[config.mk]
export PLATFORM = sky130hd
export DESIGN_NAME = smbus_slave_pointer_alert_iface
export DESIGN_NICKNAME = d
export VERILOG_FILES = /design/src/hw/temp_iface_pkg.sv /design/src/hw/line_sync.sv /design/src/hw/smbus_slave_pointer_alert_iface.sv
export SDC_FILE = /design/constraint.sdc
export NUM_CORES = 1
export LEC_CHECK = 0
export BUFFER_PORTS_ARGS = -buffer_cell sky130_fd_sc_hd__buf_2
export CORE_ASPECT_RATIO = 1.75
export CORE_MARGIN = 2
export CORE_UTILIZATION = 45
export DETAILED_ROUTE_END_ITERATION = 10
export GPL_ROUTABILITY_DRIVEN = 0
export PLACE_DENSITY = 0.69
export SETUP_SLACK_MARGIN = 0.5
export SYNTH_ARGS = -nofsm -noshare
export SYNTH_HDL_FRONTEND = slang
export SYNTH_SLANG_ARGS = --single-unit
export TNS_END_PERCENT = 50
[constraint.sdc]
create_clock -name clk -period 2.77 [get_ports clk]
set_input_delay 0.6925 -clock clk [delete_from_list [all_inputs] [get_ports clk]]
set_output_delay 0.6925 -clock clk [all_outputs]
set_load 0.005 [all_outputs]
[src/hw/temp_iface_pkg.sv]
// constants shared by the two-wire slave interface of the temperature monitor
package temp_iface_pkg;

    // slave addressing: base address, the variant picks the low bit
    localparam logic [6:0] SLAVE_ADDR_BASE = 7'h4C;
    localparam logic [7:0] GEN_CALL_ADDR = 8'h00;
    localparam logic [7:0] GEN_CALL_RESET = 8'h06;
    localparam logic [7:0] ALARM_QUERY_BYTE = 8'h19;
    localparam logic [4:0] HS_CODE_PREFIX = 5'h01;

    // bit counter landmarks inside one nine-bit byte slot
    localparam logic [3:0] BIT_LAST_DATA = 4'h7;
    localparam logic [3:0] BIT_ACK_SLOT = 4'h8;

    // reset values
    localparam logic [7:0] PTR_RESET = 8'h00;
    localparam logic [11:0] RESULT_RESET = 12'h000;

    // bus timeout, held-low time converted to clock cycles
    localparam int unsigned CLK_FREQ_KHZ = 125000;
    localparam int unsigned TIMEOUT_MS = 32;
    localparam int unsigned TIMEOUT_CYCLES_DFLT = TIMEOUT_MS * CLK_FREQ_KHZ;

    // what the byte currently on the bus means to us
    typedef enum logic [2:0] {
        ph_idle,
        ph_addr,
        ph_ptr,
        ph_wdata,
        ph_gc,
        ph_rd,
        ph_alarm,
        ph_skip
    } phase_t;

endpackage : temp_iface_pkg

[src/hw/line_sync.sv]
// two-flop synchroniser for levels entering from outside the clock domain
module line_sync #(
    parameter int unsigned WIDTH = 1,
    parameter logic [WIDTH-1:0] RESET_VAL = '1
) (
    input wire logic clk,
    input wire logic reset_n,
    input wire logic [WIDTH-1:0] async_in,
    output logic [WIDTH-1:0] sync_out
);

    logic [WIDTH-1:0] meta;

    // first stage feeds only the second stage
    always_ff @(posedge clk) begin
        if (!reset_n) begin
            meta <= RESET_VAL;
            sync_out <= RESET_VAL;
        end else begin
            meta <= async_in;
            sync_out <= meta;
        end
    end

endmodule : line_sync

[src/hw/smbus_slave_pointer_alert_iface.sv]
// two-wire slave with pointer register, general call reset, hs switch and alarm response
//
// Behaviour
// - address byte is seven address bits then direction, low write, high read
// - answer only the fixed slave address chosen by variant
// - first written byte loads pointer, later bytes write selected register
// - reads use last written pointer; pointer kept until next write
// - write with only pointer byte updates pointer, writes nothing
// - multi-byte content goes out most significant byte first
// - two-byte read supported; master not-acknowledges second byte
// - either line low 32 ms inside frame resets interface, releases lines
// - code 00001xxx first after start: no ack, switch to hs filters
// - hs operation up to 2.5 MHz until stop, then fast mode
// - acknowledge general call 00h; second byte 06h triggers soft reset
// - soft reset restores power-on values, aborts conversion, releases alarms
// - other general call second bytes: acknowledge only
// - alarm active and query byte read: acknowledge and send own address
// - returned address low bit: one for high limit, zero for low limit
// - after returned address, set alarm mask bit and release alarm output
// - lost arbitration keeps alarm active; release only on a win
// - supply invalid: skip conversions, keep last valid result
// - acknowledge by holding data low during ninth clock pulse
// - mask bit set holds alarm output inactive
module smbus_slave_pointer_alert_iface
    import temp_iface_pkg::*;
#(
    parameter int unsigned TIMEOUT_CYCLES = TIMEOUT_CYCLES_DFLT,
    parameter bit ADDR_VARIANT = 1'b0
) (
    input wire logic clk,
    input wire logic reset_n,
    input wire logic scl_in,
    input wire logic sda_in,
    output logic sda_out,
    output logic sda_oe,
    output logic alert_out,
    output logic alert_oe,
    input wire logic alert_cond,
    input wire logic alert_high,
    input wire logic cfg_mask,
    output logic mask_set,
    output logic [7:0] reg_ptr,
    output logic reg_wr_stb,
    output logic [7:0] reg_wr_data,
    input wire logic [15:0] reg_rd_data,
    output logic soft_reset,
    output logic hs_mode,
    input wire logic supply_ok,
    output logic conv_enable,
    input wire logic result_stb,
    input wire logic [11:0] result_in,
    output logic [11:0] result_out
);

    ////////////////////////////////////////////////////////////////////////////////
    // pin sampling and bus conditions

    logic [2:0] pins_sync;
    wire scl;
    wire sda;
    wire supply_valid;

    line_sync #(
        .WIDTH(3),
        .RESET_VAL(3'h7)
    ) u_pin_sync (
        .clk(clk),
        .reset_n(reset_n),
        .async_in({supply_ok, sda_in, scl_in}),
        .sync_out(pins_sync)
    );

    assign scl = pins_sync[0];
    assign sda = pins_sync[1];
    assign supply_valid = pins_sync[2];

    logic scl_q;
    logic sda_q;

    // previous synchronised levels for edge finding
    always_ff @(posedge clk) begin
        if (!reset_n) begin
            scl_q <= 1'b1;
            sda_q <= 1'b1;
        end else begin
            scl_q <= scl;
            sda_q <= sda;
        end
    end

    // start/stop are data edges while the clock stays high
    wire scl_rise = scl & ~scl_q;
    wire scl_fall = ~scl & scl_q;
    wire start_det = scl & scl_q & sda_q & ~sda;
    wire stop_det = scl & scl_q & ~sda_q & sda;

    ////////////////////////////////////////////////////////////////////////////////
    // state

    phase_t phase;
    phase_t next_phase;
    phase_t pend_phase;
    logic [3:0] bit_cnt;
    logic [6:0] rx_shift;
    logic [7:0] tx_shift;
    logic [7:0] rd_lo;
    logic rd_second;
    logic ack_en;
    logic lost;
    logic drive_low;
    logic in_frame;
    logic [31:0] low_cnt;
    logic timeout_hit;

    wire [6:0] own_addr = {SLAVE_ADDR_BASE[6:1], ADDR_VARIANT};
    wire [7:0] rx_byte = {rx_shift, sda};
    wire is_tx = (phase == ph_rd) || (phase == ph_alarm);
    // alarm pin asserted only while unmasked and not being reset
    wire alarm_active = alert_cond & ~cfg_mask & ~soft_reset;

    ////////////////////////////////////////////////////////////////////////////////
    // decode of a completed received byte, used on the eighth rising clock
    logic next_ack;
    logic is_hs_code;
    logic is_own;
    assign is_hs_code = (rx_byte[7:3] == HS_CODE_PREFIX);
    assign is_own = (rx_byte[7:1] == own_addr);

    always_comb begin
        next_ack = 1'b0;
        next_phase = ph_skip;
        unique case (phase)
            ph_addr: begin
                if (is_own) begin
                    next_ack = 1'b1;
                    next_phase = rx_byte[0] ? ph_rd : ph_ptr;
                end else if (rx_byte == GEN_CALL_ADDR) begin
                    next_ack = 1'b1;
                    next_phase = ph_gc;
                end else if (rx_byte == ALARM_QUERY_BYTE && alarm_active) begin
                    next_ack = 1'b1;
                    next_phase = ph_alarm;
                end else begin
                    next_ack = 1'b0; // hs code and foreign addresses are not acked
                    next_phase = ph_skip;
                end
            end
            ph_ptr, ph_wdata: begin
                next_ack = 1'b1;
                next_phase = ph_wdata;
            end
            ph_gc: begin
                next_ack = 1'b1;
                next_phase = ph_skip;
            end
            default: begin
                next_ack = 1'b0;
                next_phase = ph_skip;
            end
        endcase
    end

    ////////////////////////////////////////////////////////////////////////////////
    // timeout: either line held low inside a frame
    always_ff @(posedge clk) begin
        if (!reset_n || !in_frame || (scl && sda)) begin
            low_cnt <= 32'h0000_0000;
        end else if (!timeout_hit) begin
            low_cnt <= low_cnt + 32'h0000_0001;
        end
    end

    assign timeout_hit = in_frame && (low_cnt >= TIMEOUT_CYCLES - 1);

    ////////////////////////////////////////////////////////////////////////////////
    // byte engine: sample on rising scl, change the data line on falling scl
    always_ff @(posedge clk) begin
        if (!reset_n) begin
            phase <= ph_idle;
            pend_phase <= ph_idle;
            bit_cnt <= 4'h0;
            rx_shift <= 7'h00;
            tx_shift <= 8'hFF;
            rd_lo <= 8'hFF;
            rd_second <= 1'b0;
            ack_en <= 1'b0;
            lost <= 1'b0;
            drive_low <= 1'b0;
            in_frame <= 1'b0;
            hs_mode <= 1'b0;
            reg_ptr <= PTR_RESET;
            reg_wr_stb <= 1'b0;
            reg_wr_data <= 8'h00;
            soft_reset <= 1'b0;
            mask_set <= 1'b0;
        end else begin
            reg_wr_stb <= 1'b0;
            soft_reset <= 1'b0;
            mask_set <= 1'b0;
            if (timeout_hit || stop_det) begin
                // release everything and wait for a fresh start
                phase <= ph_idle;
                drive_low <= 1'b0;
                ack_en <= 1'b0;
                in_frame <= 1'b0;
                if (stop_det) begin
                    hs_mode <= 1'b0; // back to fast mode filters
                end
            end else if (start_det) begin
                // also a repeated start: pointer survives it
                phase <= ph_addr;
                bit_cnt <= 4'h0;
                ack_en <= 1'b0;
                drive_low <= 1'b0;
                in_frame <= 1'b1;
            end else if (scl_rise && phase != ph_idle && phase != ph_skip) begin
                if (bit_cnt < BIT_ACK_SLOT) begin
                    bit_cnt <= bit_cnt + 4'h1;
                    if (is_tx) begin
                        // a released one read back as zero means another sender won
                        if (phase == ph_alarm && tx_shift[7] && !sda) begin
                            lost <= 1'b1;
                        end
                        tx_shift <= {tx_shift[6:0], 1'b1};
                    end else begin
                        rx_shift <= rx_byte[6:0];
                    end
                    if (bit_cnt == BIT_LAST_DATA && !is_tx) begin
                        ack_en <= next_ack;
                        pend_phase <= next_phase;
                        if (phase == ph_addr && is_hs_code) begin
                            hs_mode <= 1'b1;
                        end
                        if (phase == ph_ptr) begin
                            reg_ptr <= rx_byte; // pointer-only write stops here
                        end
                        if (phase == ph_wdata) begin
                            reg_wr_stb <= 1'b1;
                            reg_wr_data <= rx_byte;
                        end
                        if (phase == ph_gc && rx_byte == GEN_CALL_RESET) begin
                            soft_reset <= 1'b1;
                            reg_ptr <= PTR_RESET;
                        end
                    end
                end else begin
                    // ninth rising clock closes the byte slot
                    bit_cnt <= 4'h0;
                    ack_en <= 1'b0;
                    if (!is_tx) begin
                        phase <= pend_phase;
                        rd_second <= 1'b0;
                        lost <= 1'b0;
                        if (pend_phase == ph_rd) begin
                            tx_shift <= reg_rd_data[15:8]; // msb first
                            rd_lo <= reg_rd_data[7:0];
                        end else if (pend_phase == ph_alarm) begin
                            tx_shift <= {own_addr, alert_high};
                        end
                    end else if (phase == ph_alarm) begin
                        // query complete: only the winner masks its alarm
                        mask_set <= ~lost;
                        phase <= ph_skip;
                    end else if (sda || rd_second) begin
                        phase <= ph_skip; // nack ends the read
                    end else begin
                        tx_shift <= rd_lo; // second byte of a two-byte read
                        rd_second <= 1'b1;
                    end
                end
            end else if (scl_fall) begin
                if (is_tx && bit_cnt < BIT_ACK_SLOT) begin
                    drive_low <= ~tx_shift[7] & ~lost;
                end else begin
                    drive_low <= (bit_cnt == BIT_ACK_SLOT) && ack_en && !is_tx;
                end
            end
        end
    end

    ////////////////////////////////////////////////////////////////////////////////
    // open-drain pins: only ever pull low
    assign sda_out = 1'b0;
    assign sda_oe = drive_low;
    assign alert_out = 1'b0;
    assign alert_oe = alarm_active;

    ////////////////////////////////////////////////////////////////////////////////
    // conversions pause without a good supply; last good result is kept
    assign conv_enable = supply_valid & ~soft_reset;

    always_ff @(posedge clk) begin
        if (!reset_n || soft_reset) begin
            result_out <= RESULT_RESET;
        end else if (result_stb && supply_valid) begin
            result_out <= result_in;
        end
    end

endmodule : smbus_slave_pointer_alert_iface

Word level (Yosys, flattened, before mapping)
Index checks and enable logic that the tools add are counted.
W data, S select, Z words.

operators by class
  $add $sub $neg = 2
  order comparisons = 2
  eq/ne operators = 28
  mux-type cells = 46
  bitwise gates (word level) = 27
  reduce and logical (&&, ||, !) cells = 53

operator list
  kind                     number
  $mux W8                  9
  $reduce_and A6 Y1        6
  $add A32 B1 Y32 const B  1
  $ge A32 B22 Y1 const B   1
  $mux W1                  26
  $not A1 Y1               16
  $eq A3 B3 Y1 const B     5
  $mux W3                  5
  $logic_and A1 B1 Y1      14
  $ne A2 B2 Y1 const B     7
  $mux W4                  3
  $reduce_bool A2 Y1       6
  $and A1 B1 Y1            11
  $reduce_and A5 Y1        2
  $eq A8 B3 Y1 const B     1
  $eq A8 B5 Y1 const B     1
  $logic_not A8 Y1         1
  $eq A7 B7 Y1 const B     1
  $reduce_and A7 Y1        1
  $reduce_or A7 Y1         1
  $eq A3 B2 Y1 const B     2
  $logic_or A1 B1 Y1       6
  $ne A3 B2 Y1 const B     2
  $pmux W3 S2              1
  other kinds (19)         29

storage, ports and cells
  flip-flop bits (word level) = 110
  input bits = 37
  output and inout bits = 37
  logic and storage cells = 182

Depth between registers and ports, before layout
Gate-level depths: netlist (run 1).

  depth after elaboration = 10
  gate-level depth with buffers = 10
  mapped depth without buffers = 7

Modules after synthesis
From an unflattened synthesis (run 1), not the netlist that was laid out.

unflattened totals
  cell total of the unflattened synthesis = 570
  area, all modules = 4879.7 um2

modules (own cells, without submodules)
  module                           instances  cells an instance  area an instance (um2)  seq. area each (um2)
  smbus_slave_pointer_alert_iface  1          558                4722.0                  2082.0
  line_sync                        1          12                 157.7                   120.1

Worst setup path after synthesis (run 1)
No wires, ideal clock.

  path type = reg2reg
  start point = reg low_cnt[12]
  end point = reg reg_ptr[0]
  setup time = 72 ps
  arrival time = 2180 ps
  data required time = 2698 ps
  path slack = 518 ps
  stages on the path, launching flop included = 8
  path buffers = 1
  period minus slack after synthesis = 2252 ps
  cells stage by stage = dfxtp_1 or4_4 o2111ai_2 a21oi_1 o21a_1 buf_6 nor4_4 mux2i_1

on the way
  word-level cells in the longest chain between the ends = 5

ends and longest elaborated chain
  what                         RTL line                                source
  start, declared              smbus_slave_pointer_alert_iface.sv:112  logic [31:0] low_cnt;
  start signal, assigned       smbus_slave_pointer_alert_iface.sv:169  low_cnt <= low_cnt + 32'h0000_0001;
  $ge A32 B22 Y1               smbus_slave_pointer_alert_iface.sv:173  assign timeout_hit = in_frame && (low_cnt >= TIMEOUT_CYCLES - 1);
  $logic_and A1 B1 Y1          smbus_slave_pointer_alert_iface.sv:173
  $logic_or A1 B1 Y1           smbus_slave_pointer_alert_iface.sv:200  if (timeout_hit || stop_det) begin
  $not A1 Y1 (no line)         -
  $reduce_and A6 Y1 (no line)  -
  end signal, assigned         smbus_slave_pointer_alert_iface.sv:235  reg_ptr <= rx_byte;
  end, declared                smbus_slave_pointer_alert_iface.sv:42   output logic [7:0] reg_ptr,

Every way passes these cells.
A chain may end at the register's enable or synchronous reset.

Worst setup path in the final report (run 1)
  start point = reg low_cnt[12]
  end point = reg lost

on the way
  word-level cells in the longest chain between the ends = 5

ends and longest elaborated chain
  what                         RTL line                                source
  $ge A32 B22 Y1               smbus_slave_pointer_alert_iface.sv:173
  $logic_and A1 B1 Y1          smbus_slave_pointer_alert_iface.sv:173
  $logic_or A1 B1 Y1           smbus_slave_pointer_alert_iface.sv:200
  $not A1 Y1 (no line)         -
  $reduce_and A6 Y1 (no line)  -
  end signal, assigned         smbus_slave_pointer_alert_iface.sv:187  lost <= 1'b0;
  end signal, assigned         smbus_slave_pointer_alert_iface.sv:222  lost <= 1'b1;
  end signal, assigned         smbus_slave_pointer_alert_iface.sv:253  lost <= 1'b0;
  end, declared                smbus_slave_pointer_alert_iface.sv:109  logic lost;

Every way passes these cells.

==> impl_metrics.yaml, run 1 <==
global_routing:
  grtUsageMet3_pct: 3.31
  grt_overflow: 0
  grt_busiest_layer: "met2"
  grt_pass1_vias: 4196
  grt_pass1_wl_um: 19400
  grt_use_met1_pct: 19.7
  antenna_found_initial: 0
  grt_use_met2_pct: 39.9
  grt_util_all_layers_pct: 20.2
  grt_max_degree: 68
min_path:
  hold_path_class: "flip-flop to flip-flop"
synth:
  synth_top_cell_by_area: "dfxtp_1"
  async_flop_share_pct: 0
  ys_ff_latch: 110
  yosysWarnings: 0
  ys_seq_area_share_pct: 44.7
  avgSynthCellArea_um2: 8.61
  synth-edff-count: 0
  syn_area_mm2: 0.00493
  synth_top_area_share_pct: 44.7
  ys_dominant_reg_cell: "dfxtp_1"
  synth_area_leaders: "dfxtp_1 (45%), mux2i_1 (6.5%), nand2_1 (6.5%), nand3_1 (3.8%), a21oi_1 (3.3%)"
  synth_cells: 572
  synth_cell_types: 60
cells_and_area:
  drive_gt1_share_pct: 22.2
  final_common_cell: "dfxtp_1"
  fin_util_pct: 55.4
  area_delta_synth_final_pct: 20.3
  multi_input_comb_area_mm2: 0.00260
  n_fill_cell: 962
  mostFrequentLayoutCells: "dfxtp_1 (104), nand2_1 (85), buf_2 (71)"
  antenna_cells: 0
  ff_latch_area_mm2: 0.00221
  nNetsFinal: 684
detailed_routing:
  num_vias: 4406
  wl_per_cell_um: 15.6
  first_pass_iters: 4
  route.detailed.drc: 0
  ant_nets: 0
  drtIter0Drc: 227
  routed_wl_um: 12200
  vias_per_cell: 5.66
power_and_ir_drop:
  power_leakage_nw: 2.36
  irDropWorstVdd_mv: 0.404
  pwr_density_cell_mw_per_mm2: 497
sta:
  grt_setup_unrepaired: "yes"
  drv_slew: 0
  fin_crit_sh_pct: 83.3
  fin_tns_setup_ns: 0
  max_freq_mhz: 433
  setup_ws_ns: 0.462
  slew_headroom_pct: 66.5
  clock_skew_ns: 0.0105
  worstMarginPinSlew_ns: 0.501
  setup_viol: 0
  final_hold_viol_count: 0
  finalCriticalPeriod_ns: 2.31
setup_path:
  worstPathArrival_ns: 2.56
  critPathMaxFanout: 7
  critPathLaunchType: "flip-flop"
  required_ns: 3.02
  worstSetupEndpointType: "flip-flop"
  cp_slowest_cell: "or4_4"
  worst-setup-path-type: "flip-flop to flip-flop"
  cpPeakStageDelay_ns: 0.57
  worstPathCellList: "or4_4 > nor4_4 > a21oi_2 > o21a_4 > or3_1 > o41ai_2"
floorplan:
  die_h_um: 142
  dieArea_mm2: 0.0118
  fp.dieW_um: 83.1
  initial_utilization_pct: 46.1
  boundaryPins: 74
  floorplan.rows: 50
  core_region_area_mm2: 0.0107
clocking:
  cts.clk_slew.worst_paths_ns: 0.07
  cts_tree: "built"
  clk_latency_ns: 0.35
  htreeDepth: 3
  clock_tree.buffer_depth: 2
  cts_buffers: 9
  cts_sinks: 110
  postCtsHoldBufs: 0
  cts_root_buf: "clkbuf_16"
job:
  drv_cap: 0
placement:
  post-place-ws_ns: 0.390
  portBuffers: 71
  hpwl_um: 8980
run_status:
  outcome: "completed"
==> per-stage QoR <==
stage	cells	instance area, um^2	hold WS, ns	power [mW]
after floorplan	573	4930	0.386	1.71
after global placement	753	5430	0.392	1.76
after detailed placement	753	5430	0.401	1.76
after CTS	775	5840	0.418	2.98
after global routing	779	5930	0.429	3.06
final	779	5930	0.412	2.95
==> worst max-delay path: cells and delay by family, from the launching register on <==
| kind | cells | cell delay (ns) |
|---|---|---|
| AOI/OAI and AO/OA | 3 | 0.66 |
| and+or+nand+nor | 3 | 1.21 |
| DFF | 1 | 0.33 |
==> worst paths after layout <==
path	from	to	slack, ns	cells after the start
setup / recovery	low_cnt[12]	lost	0.46	6
setup reg to reg	low_cnt[12]	lost	0.46	6
hold reg to reg	u_pin_sync.meta[0]	u_pin_sync.sync_out[0]	0.41	1
hold / removal	u_pin_sync.meta[0]	u_pin_sync.sync_out[0]	0.41	1
==> kinds of logic after synthesis <==
family	synth area share (%)
and+or+nand+nor	28.4
DFF	44.7
AOI/OAI and AO/OA	13.4
buffers and inverters	4.19
muxes	6.96
xor gates and xnor gates	1.60
adders and majority gates	0.762
other	0.0761
==> synthesized netlist by cell type, drive strengths merged (4+ instances only) <==
cell type / instances
or3: 6
clkbuf: 35
a21oi: 32
a31oi: 4
o211ai: 12
mux2i: 32
nand3: 37
or4: 8
nor2b: 21
nor2: 30
and2: 13
o2111ai: 5
nand4: 10
nor3: 13
and4: 4
nand2b: 11
nand2: 85
xnor2: 7
o21ai: 14
dfxtp: 110
inv: 13
and3: 7
nor4: 10
o22ai: 7
==> cell type report <==
class                   count  area share (%)
multi-input cells         412            43.9
inverters                  13           0.823
clock inverters             7           0.908
flip-flops and latches    110            37.3
clock buffers               9            3.80
well taps                 130            2.74
repair buffers             98            10.5
==> state kept, by name (all words and copies together) (netlist names), 3 cells and up <==
register             count
pend_phase               3
tx_shift                 8
phase                    3
result_out              12
u_pin_sync.sync_out      3
reg_ptr                  8
u_pin_sync.meta          3
bit_cnt                  4
rx_shift                 7
low_cnt                 32
reg_wr_data              8
rd_lo                    8
==> layer usage <==
layer / wire, um / share of wire (%) / up-vias
met1: 4580 / 38 / 2106
met5: 0 / 0 / -
met2: 6820 / 56 / 88
met3: 309 / 2.5 / 32
li1: - / - / 2180
met4: 461 / 3.8 / 0
==> report_power, final <==
part	leakage [nW]	internal [mW]	switching [mW]
clock network	0.141	0.624	0.598
logic	1.32	0.0530	0.0662
registers	0.894	1.60	0.0117
==> what timing repair did <==
| action | 4_1_cts | 5_1_grt |
|---|---|---|
| endpoints found under the setup margin | 45 | 58 |
| setup buffers | 5 | 4 |
| gates resized for setup | 15 | 11 |
| pin swaps | 5 | 4 |
| cloned | 1 | 0 |
(Power assumes the default switching activity.)
==> run 2, diff against run 1 <==
--- a/config.mk
+++ b/config.mk
@@ -5,6 +5,7 @@
 export SDC_FILE = /design/constraint.sdc
 export NUM_CORES = 1
 export LEC_CHECK = 0
+export ABC_AREA = 1
 export BUFFER_PORTS_ARGS = -buffer_cell sky130_fd_sc_hd__buf_2
 export CORE_ASPECT_RATIO = 1.75
 export CORE_MARGIN = 2
==> constraint.sdc (replaced) <==
create_clock -name clk -period 2.3 [get_ports clk]
set_input_delay 0.575 -clock clk [delete_from_list [all_inputs] [get_ports clk]]
set_output_delay 0.575 -clock clk [all_outputs]
set_load 0.005 [all_outputs]
==> run 2 against run 1 <==
Power is 20% higher. Sequential share of layout area is 3.5 points lower. Sequential cell count stayed put. Sequential power is 20% higher. Worst hold slack better by 0.0022 ns. Non-clock buffer count is 17 higher. Setup slack worse by 0.0064 ns. Register-to-register slack hardly changed. Area after synthesis is 9.1% higher. Utilization is 2.2 points higher.
==> impl_metrics.yaml, run 2 <==
floorplan:
  floorplan.rows: 52
  die_h_um: 149
  boundaryPins: 74
  core_region_area_mm2: 0.0116
  dieArea_mm2: 0.0129
  fp.dieW_um: 86.6
  initial_utilization_pct: 46.4
min_path:
  hold_path_class: "flip-flop to flip-flop"
  holdPathStages: 1
sta:
  fin_tns_setup_ns: 0
  max_freq_mhz: 542
  finalCriticalPeriod_ns: 1.84
  clock_skew_ns: 0.00794
  holdWs_ns: 0.414
  fin_crit_sh_pct: 80.2
  drv_slew: 0
  setup_viol: 0
  slew_headroom_pct: 56.9
  worstMarginPinSlew_ns: 0.645
  grt_setup_unrepaired: "yes"
  setup_ws_ns: 0.455
  final_hold_viol_count: 0
power_and_ir_drop:
  irDropWorstVdd_mv: 0.396
  pwr_density_cell_mw_per_mm2: 530
  power_leakage_nw: 2.81
synth:
  synth_top_area_share_pct: 40.9
  synth_cell_types: 44
  ys_seq_area_share_pct: 40.9
  avgSynthCellArea_um2: 6.87
  syn_area_mm2: 0.00538
  ys_dominant_reg_cell: "dfxtp_1"
  synth_cells: 783
  yosysMostFrequentCell: "nand2_1"
  async_flop_share_pct: 0
  synth_area_leaders: "dfxtp_1 (41%), nand2_1 (13%), nor2_1 (10%), nand3_1 (6.6%), inv_1 (4.5%)"
  synth-edff-count: 0
  synth_common_cells: "nand2_1 (186), nor2_1 (149), dfxtp_1 (110)"
  yosysWarnings: 0
  ys_ff_latch: 110
  synth_top_cell_by_area: "dfxtp_1"
detailed_routing:
  first_pass_iters: 5
  drtIter0Drc: 229
  route.detailed.drc: 0
  num_vias: 5393
  vias_per_cell: 5.26
  routed_wl_um: 14900
  ant_nets: 0
  wl_per_cell_um: 14.5
clocking:
  cts_sinks: 110
  cts_root_buf: "clkbuf_16"
  htreeDepth: 3
  cts_tree: "built"
  clk_latency_ns: 0.35
  clock_tree.buffer_depth: 2
  cts_buffers: 9
  cts.clk_slew.worst_paths_ns: 0.07
global_routing:
  grt_pass1_vias: 5191
  grt_overflow: 0
  grt_util_all_layers_pct: 22.9
  grt_use_met1_pct: 22.5
  grt_pass1_wl_um: 23600
  grtUsageMet3_pct: 2.50
  grt_max_degree: 46
  antenna_found_initial: 0
  grt_busiest_layer: "met2"
  grt_use_met2_pct: 45.4
cells_and_area:
  antenna_cells: 0
  area_delta_synth_final_pct: 24.0
  mostFrequentLayoutCells: "nand2_1 (175), nor2_1 (135), dfxtp_1 (85)"
  nNetsFinal: 928
  final_common_cell: "nand2_1"
  regMostFlops: "low_cnt"
  largest_reg_flops: 32
  largestRegisters: "low_cnt x32, result_out x12"
  n_fill_cell: 1176
  drive_gt1_share_pct: 26.3
  instances_no_fill: 1026
setup_path:
  critPathLaunchType: "flip-flop"
  worstPathArrival_ns: 2.09
  worstSetupEndpointType: "flip-flop"
  reg2reg_depth: 14
  critPathMaxFanout: 7
  required_ns: 2.55
  worst-setup-path-type: "flip-flop to flip-flop"
job:
  drv_cap: 0
placement:
  dpl.cell_count: 988
  hpwl_um: 10900
  post-place-ws_ns: 0.257
  portBuffers: 71
run_status:
  outcome: "completed"
run 2: changes by cell type in the layout (fill, tap and decap cells not counted), sizes merged, moves of 12 or more:
cell,change
nor2,+132
nand2,+106
inv,+52
nand3,+37
mux2i,-32
nor2b,-21
buf,+18
o21ai,+14
nor3,+12
run 2: final timing paths:
kind / startpoint / endpoint / slack, ns
worst min-delay path: u_pin_sync.meta[1] / u_pin_sync.sync_out[1] / 0.41
worst max register to register: low_cnt[9] / rx_shift[0] / 0.46
worst min register to register: u_pin_sync.meta[1] / u_pin_sync.sync_out[1] / 0.41
worst max-delay path: low_cnt[9] / rx_shift[0] / 0.46
run 2: metal layers:
metal / part of all wire [%] / vias up
li1: - / 2735
met1: 35 / 2478
met2: 57 / 130
met3: 2.8 / 50
met4: 4.7 / 0
met5: 0 / -
run 2: kinds of logic after synthesis:
kind of cell / count (synthesis) / share of synthesized area (%)
flip-flops: 110 / 40.9
adder cells (fa/ha/maj): 3 / 0.698
AND/OR/NAND/NOR: 482 / 40.8
buffers and inverters: 93 / 7.05
other: 1 / 0.0697
AO/OA/AOI/OAI: 81 / 8.33
XOR/XNOR: 13 / 2.12
run 2: area by class of cell:
class	instances	area (um^2)	share of cell area, %
multi-input combinational	582	3010	45.2
clock inverter	5	36.3	0.544
tap	135	169	2.53
clock buffer	9	225	3.38
sequential	110	2260	33.8
timing repair buffer	115	701	10.5
inverter	70	268	4.02
run 2: repair_timing:
action / CTS / global route
hold buffers: 0 / 0
gates cloned: 0 / 1
buffers inserted: 12 / 11
setup endpoints to repair: 80 / 87
resized for setup: 41 / 53
endpoints found under the hold margin: 0 / 0
pin swaps: 10 / 27
run 2: through the flow:
step	power, mW	util, %	cell area [um^2]
6_report	3.54	57.6	6670
5_1_grt	3.65	57.6	6670
4_1_cts	3.59	55.3	6410
3_5_place_dp	2.15	51.4	5950
3_3_place_gp	2.15	51.4	5950
2_1_floorplan	2.08	-	5380
run 2: where the power goes:
part	leakage [nW]	internal [mW]	switching, mW
combinational	1.78	0.0680	0.100
clock	0.120	0.725	0.711
sequential	0.907	1.92	0.0158
total	2.81	2.71	0.827
run 2: worst max-delay path: stages (launching register included):
cell and delay [ns]:
dfxtp_2 0.39, inv_2 0.08, nand2_1 0.07, nor2_1 0.07, nand3_1 0.07, nand2_1 0.06, nand2_2 0.07, nand2_2 0.07
nand2_4 0.10, nand3_4 0.18, nor2_4 0.22, buf_6 0.18, nand3_4 0.07, nand2_2 0.06, nor2_1 0.04
==> run 3, diff against run 2 <==
--- a/config.mk
+++ b/config.mk
@@ -5,14 +5,14 @@
 export SDC_FILE = /design/constraint.sdc
 export NUM_CORES = 1
 export LEC_CHECK = 0
-export ABC_AREA = 1
+export ABC_AREA = 0
 export BUFFER_PORTS_ARGS = -buffer_cell sky130_fd_sc_hd__buf_2
 export CORE_ASPECT_RATIO = 1.75
 export CORE_MARGIN = 2
 export CORE_UTILIZATION = 45
 export DETAILED_ROUTE_END_ITERATION = 10
 export GPL_ROUTABILITY_DRIVEN = 0
-export PLACE_DENSITY = 0.69
+export PLACE_DENSITY = 0.72
 export SETUP_SLACK_MARGIN = 0.5
 export SYNTH_ARGS = -nofsm -noshare
 export SYNTH_HDL_FRONTEND = slang
==> constraint.sdc (replaced) <==
create_clock -name clk -period 1.6 [get_ports clk]
set_input_delay 0.4 -clock clk [delete_from_list [all_inputs] [get_ports clk]]
set_output_delay 0.4 -clock clk [all_outputs]
set_load 0.005 [all_outputs]
==> run 3 against run 2 <==
The flow now finishes with violations (negative setup slack). Non-clock buffer count up 67. Maximum frequency down 18%. Register-to-register slack lost 1.1 ns. Sequential power rose by 45%. Worst hold slack worse by 0.18 ns. Critical path depth down 7. Combinational power grew 48%. Largest cell class unchanged. Largest power group unchanged.
==> impl_metrics.yaml, run 3 (synthesized netlist as in run 1, its figures left out) <==
run_status:
  outcome: "finished with violations"
  violations: "negative setup slack"
cells_and_area:
  largestRegisters: "low_cnt x32, result_out x12"
  nNetsFinal: 768
  mostFrequentLayoutCells: "buf_4 (98), dfxtp_1 (95), nand2_1 (84)"
  largest_reg_flops: 32
  drive_gt1_share_pct: 36.7
  antenna_cells: 0
  regMostFlops: "low_cnt"
  area_delta_synth_final_pct: 39.4
  final_common_cell: "buf_4"
placement:
  portBuffers: 71
  hpwl_um: 9990
detailed_routing:
  num_vias: 4894
  route.detailed.drc: 0
  routed_wl_um: 14200
  first_pass_iters: 5
  drtIter0Drc: 223
  wl_per_cell_um: 16.5
  vias_per_cell: 5.67
  ant_nets: 0
sta:
  clock_skew_ns: 0.0107
  fin_tns_setup_ns: -45.15
  slew_headroom_pct: 61.9
  holdWs_ns: 0.238
  drv_slew: 0
  worstMarginPinSlew_ns: 0.570
  setup_ws_ns: -0.660
  grt_setup_unrepaired: "yes"
  setup_viol: 81
  fin_crit_sh_pct: 141
  finalCriticalPeriod_ns: 2.26
  final_hold_viol_count: 0
  max_freq_mhz: 443
global_routing:
  grt_pass1_vias: 4897
  grt_util_all_layers_pct: 23.3
  grt_max_degree: 37
  grt_overflow: 0
  antenna_found_initial: 0
  grt_pass1_wl_um: 22300
setup_path:
  r2r-end: "lost"
  cp_slowest_cell: "or4_4"
  r2r_setup_slack_ns: -0.66
  reg2reg_from: "low_cnt[22]"
  worstSetupEndpointType: "flip-flop"
  cpPeakStageDelay_ns: 0.56
  required_ns: 1.85
  reg2reg_depth: 7
  worst-setup-path-type: "flip-flop to flip-flop"
  worstPathCellList: "or4_4 > nor3_4 > nand3_2 > o21a_4 > buf_12 > or3_4 > o41ai_2"
  critPathLaunchType: "flip-flop"
  worstPathArrival_ns: 2.51
  critPathMaxFanout: 5
min_path:
  hold_end: "u_pin_sync.meta[2]"
  hp-start: "supply_ok"
  holdPathStages: 2
  hold_path_class: "primary input to flip-flop"
floorplan:
  fp.dieW_um: 83.1
  dieArea_mm2: 0.0118
  core_region_area_mm2: 0.0107
  initial_utilization_pct: 46.1
  die_h_um: 142
  floorplan.rows: 50
  boundaryPins: 74
clocking:
  cts_buffers: 9
  clk_latency_ns: 0.35
  cts_tree: "built"
  cts.clk_slew.worst_paths_ns: 0.07
  htreeDepth: 3
  cts_root_buf: "clkbuf_16"
  cts_sinks: 110
  clock_tree.buffer_depth: 2
power_and_ir_drop:
  power_leakage_nw: 2.83
  irDropWorstVdd_mv: 0.721
  pwr_density_cell_mw_per_mm2: 753
job:
  drv_cap: 0
run 3: changes by cell type in the layout (fill, tap and decap cells not counted), moves of 20 or more:
cell     delta
nand3_1    -27
inv_1      -48
nor2b_1    +20
nand2_1    -91
buf_4      +57
nor2_1    -107
mux2i_1    +32
run 3: what timing repair did:
| item | CTS | global route |
|---|---|---|
| setup endpoints to repair | 137 | 137 |
| hold buffers | 0 | 0 |
| cloned | 2 | 0 |
| gates resized for setup | 46 | 35 |
| setup buffers | 5 | 2 |
| pin swaps | 13 | 11 |
run 3: critical path: cells and delay by family, from the launching register on:
family | cells | cell delay [ns]
compound gates | 2 | 0.43
buf+inv | 1 | 0.14
flops | 1 | 0.33
simple gates | 4 | 1.25
run 3: worst max path at each step:
stage,start,to,slack [ns]
detailed placement,low_cnt[22],low_cnt[6],-0.62
finish,low_cnt[22],lost,-0.66
floorplan,low_cnt[22],low_cnt[11],-0.56
CTS,low_cnt[15],lost,-0.63
global placement,low_cnt[12],low_cnt[6],-0.58
global route,low_cnt[22],bit_cnt[1],-0.71
run 3: per-layer routing:
layer / share of wire, % / global-route usage (%)
met1: 36 / 22.5
met5: 0 / 0
met2: 55 / 44.4
met3: 4.0 / 3.77
met4: 4.9 / 16.2
run 3: power breakdown:
| group | switching, mW | total, mW | internal (mW) |
|---|---|---|---|
| combinational | 0.132 | 0.248 | 0.115 |
| sequential | 0.0175 | 2.79 | 2.77 |
| clock | 1.03 | 2.14 | 1.11 |
run 3: through the flow:
step | area, um^2 | setup WS (ns) | total power, mW | std cells | util, %
final | 6870 | -0.660 | 5.17 | 863 | 64.2
after CTS | 6700 | -0.625 | 5.20 | 861 | 62.7
after detailed placement | 6160 | -0.620 | 3.08 | 838 | 57.6
after floorplan | 4990 | -0.556 | 2.96 | 573 | -
after global routing | 6870 | -0.706 | 5.35 | 863 | 64.2
after global placement | 6160 | -0.576 | 3.07 | 838 | 57.6
run 3: area by class of cell:
class / count / area (um^2)
Inverter: 13 / 48.8
Fill cell: 863 / 3830
Clock buffer: 10 / 239
Clock inverter: 6 / 46.3
Multi-Input combinational cell: 412 / 2820
Timing Repair Buffer: 182 / 1330
Sequential cell: 110 / 2220
Tap cell: 130 / 163
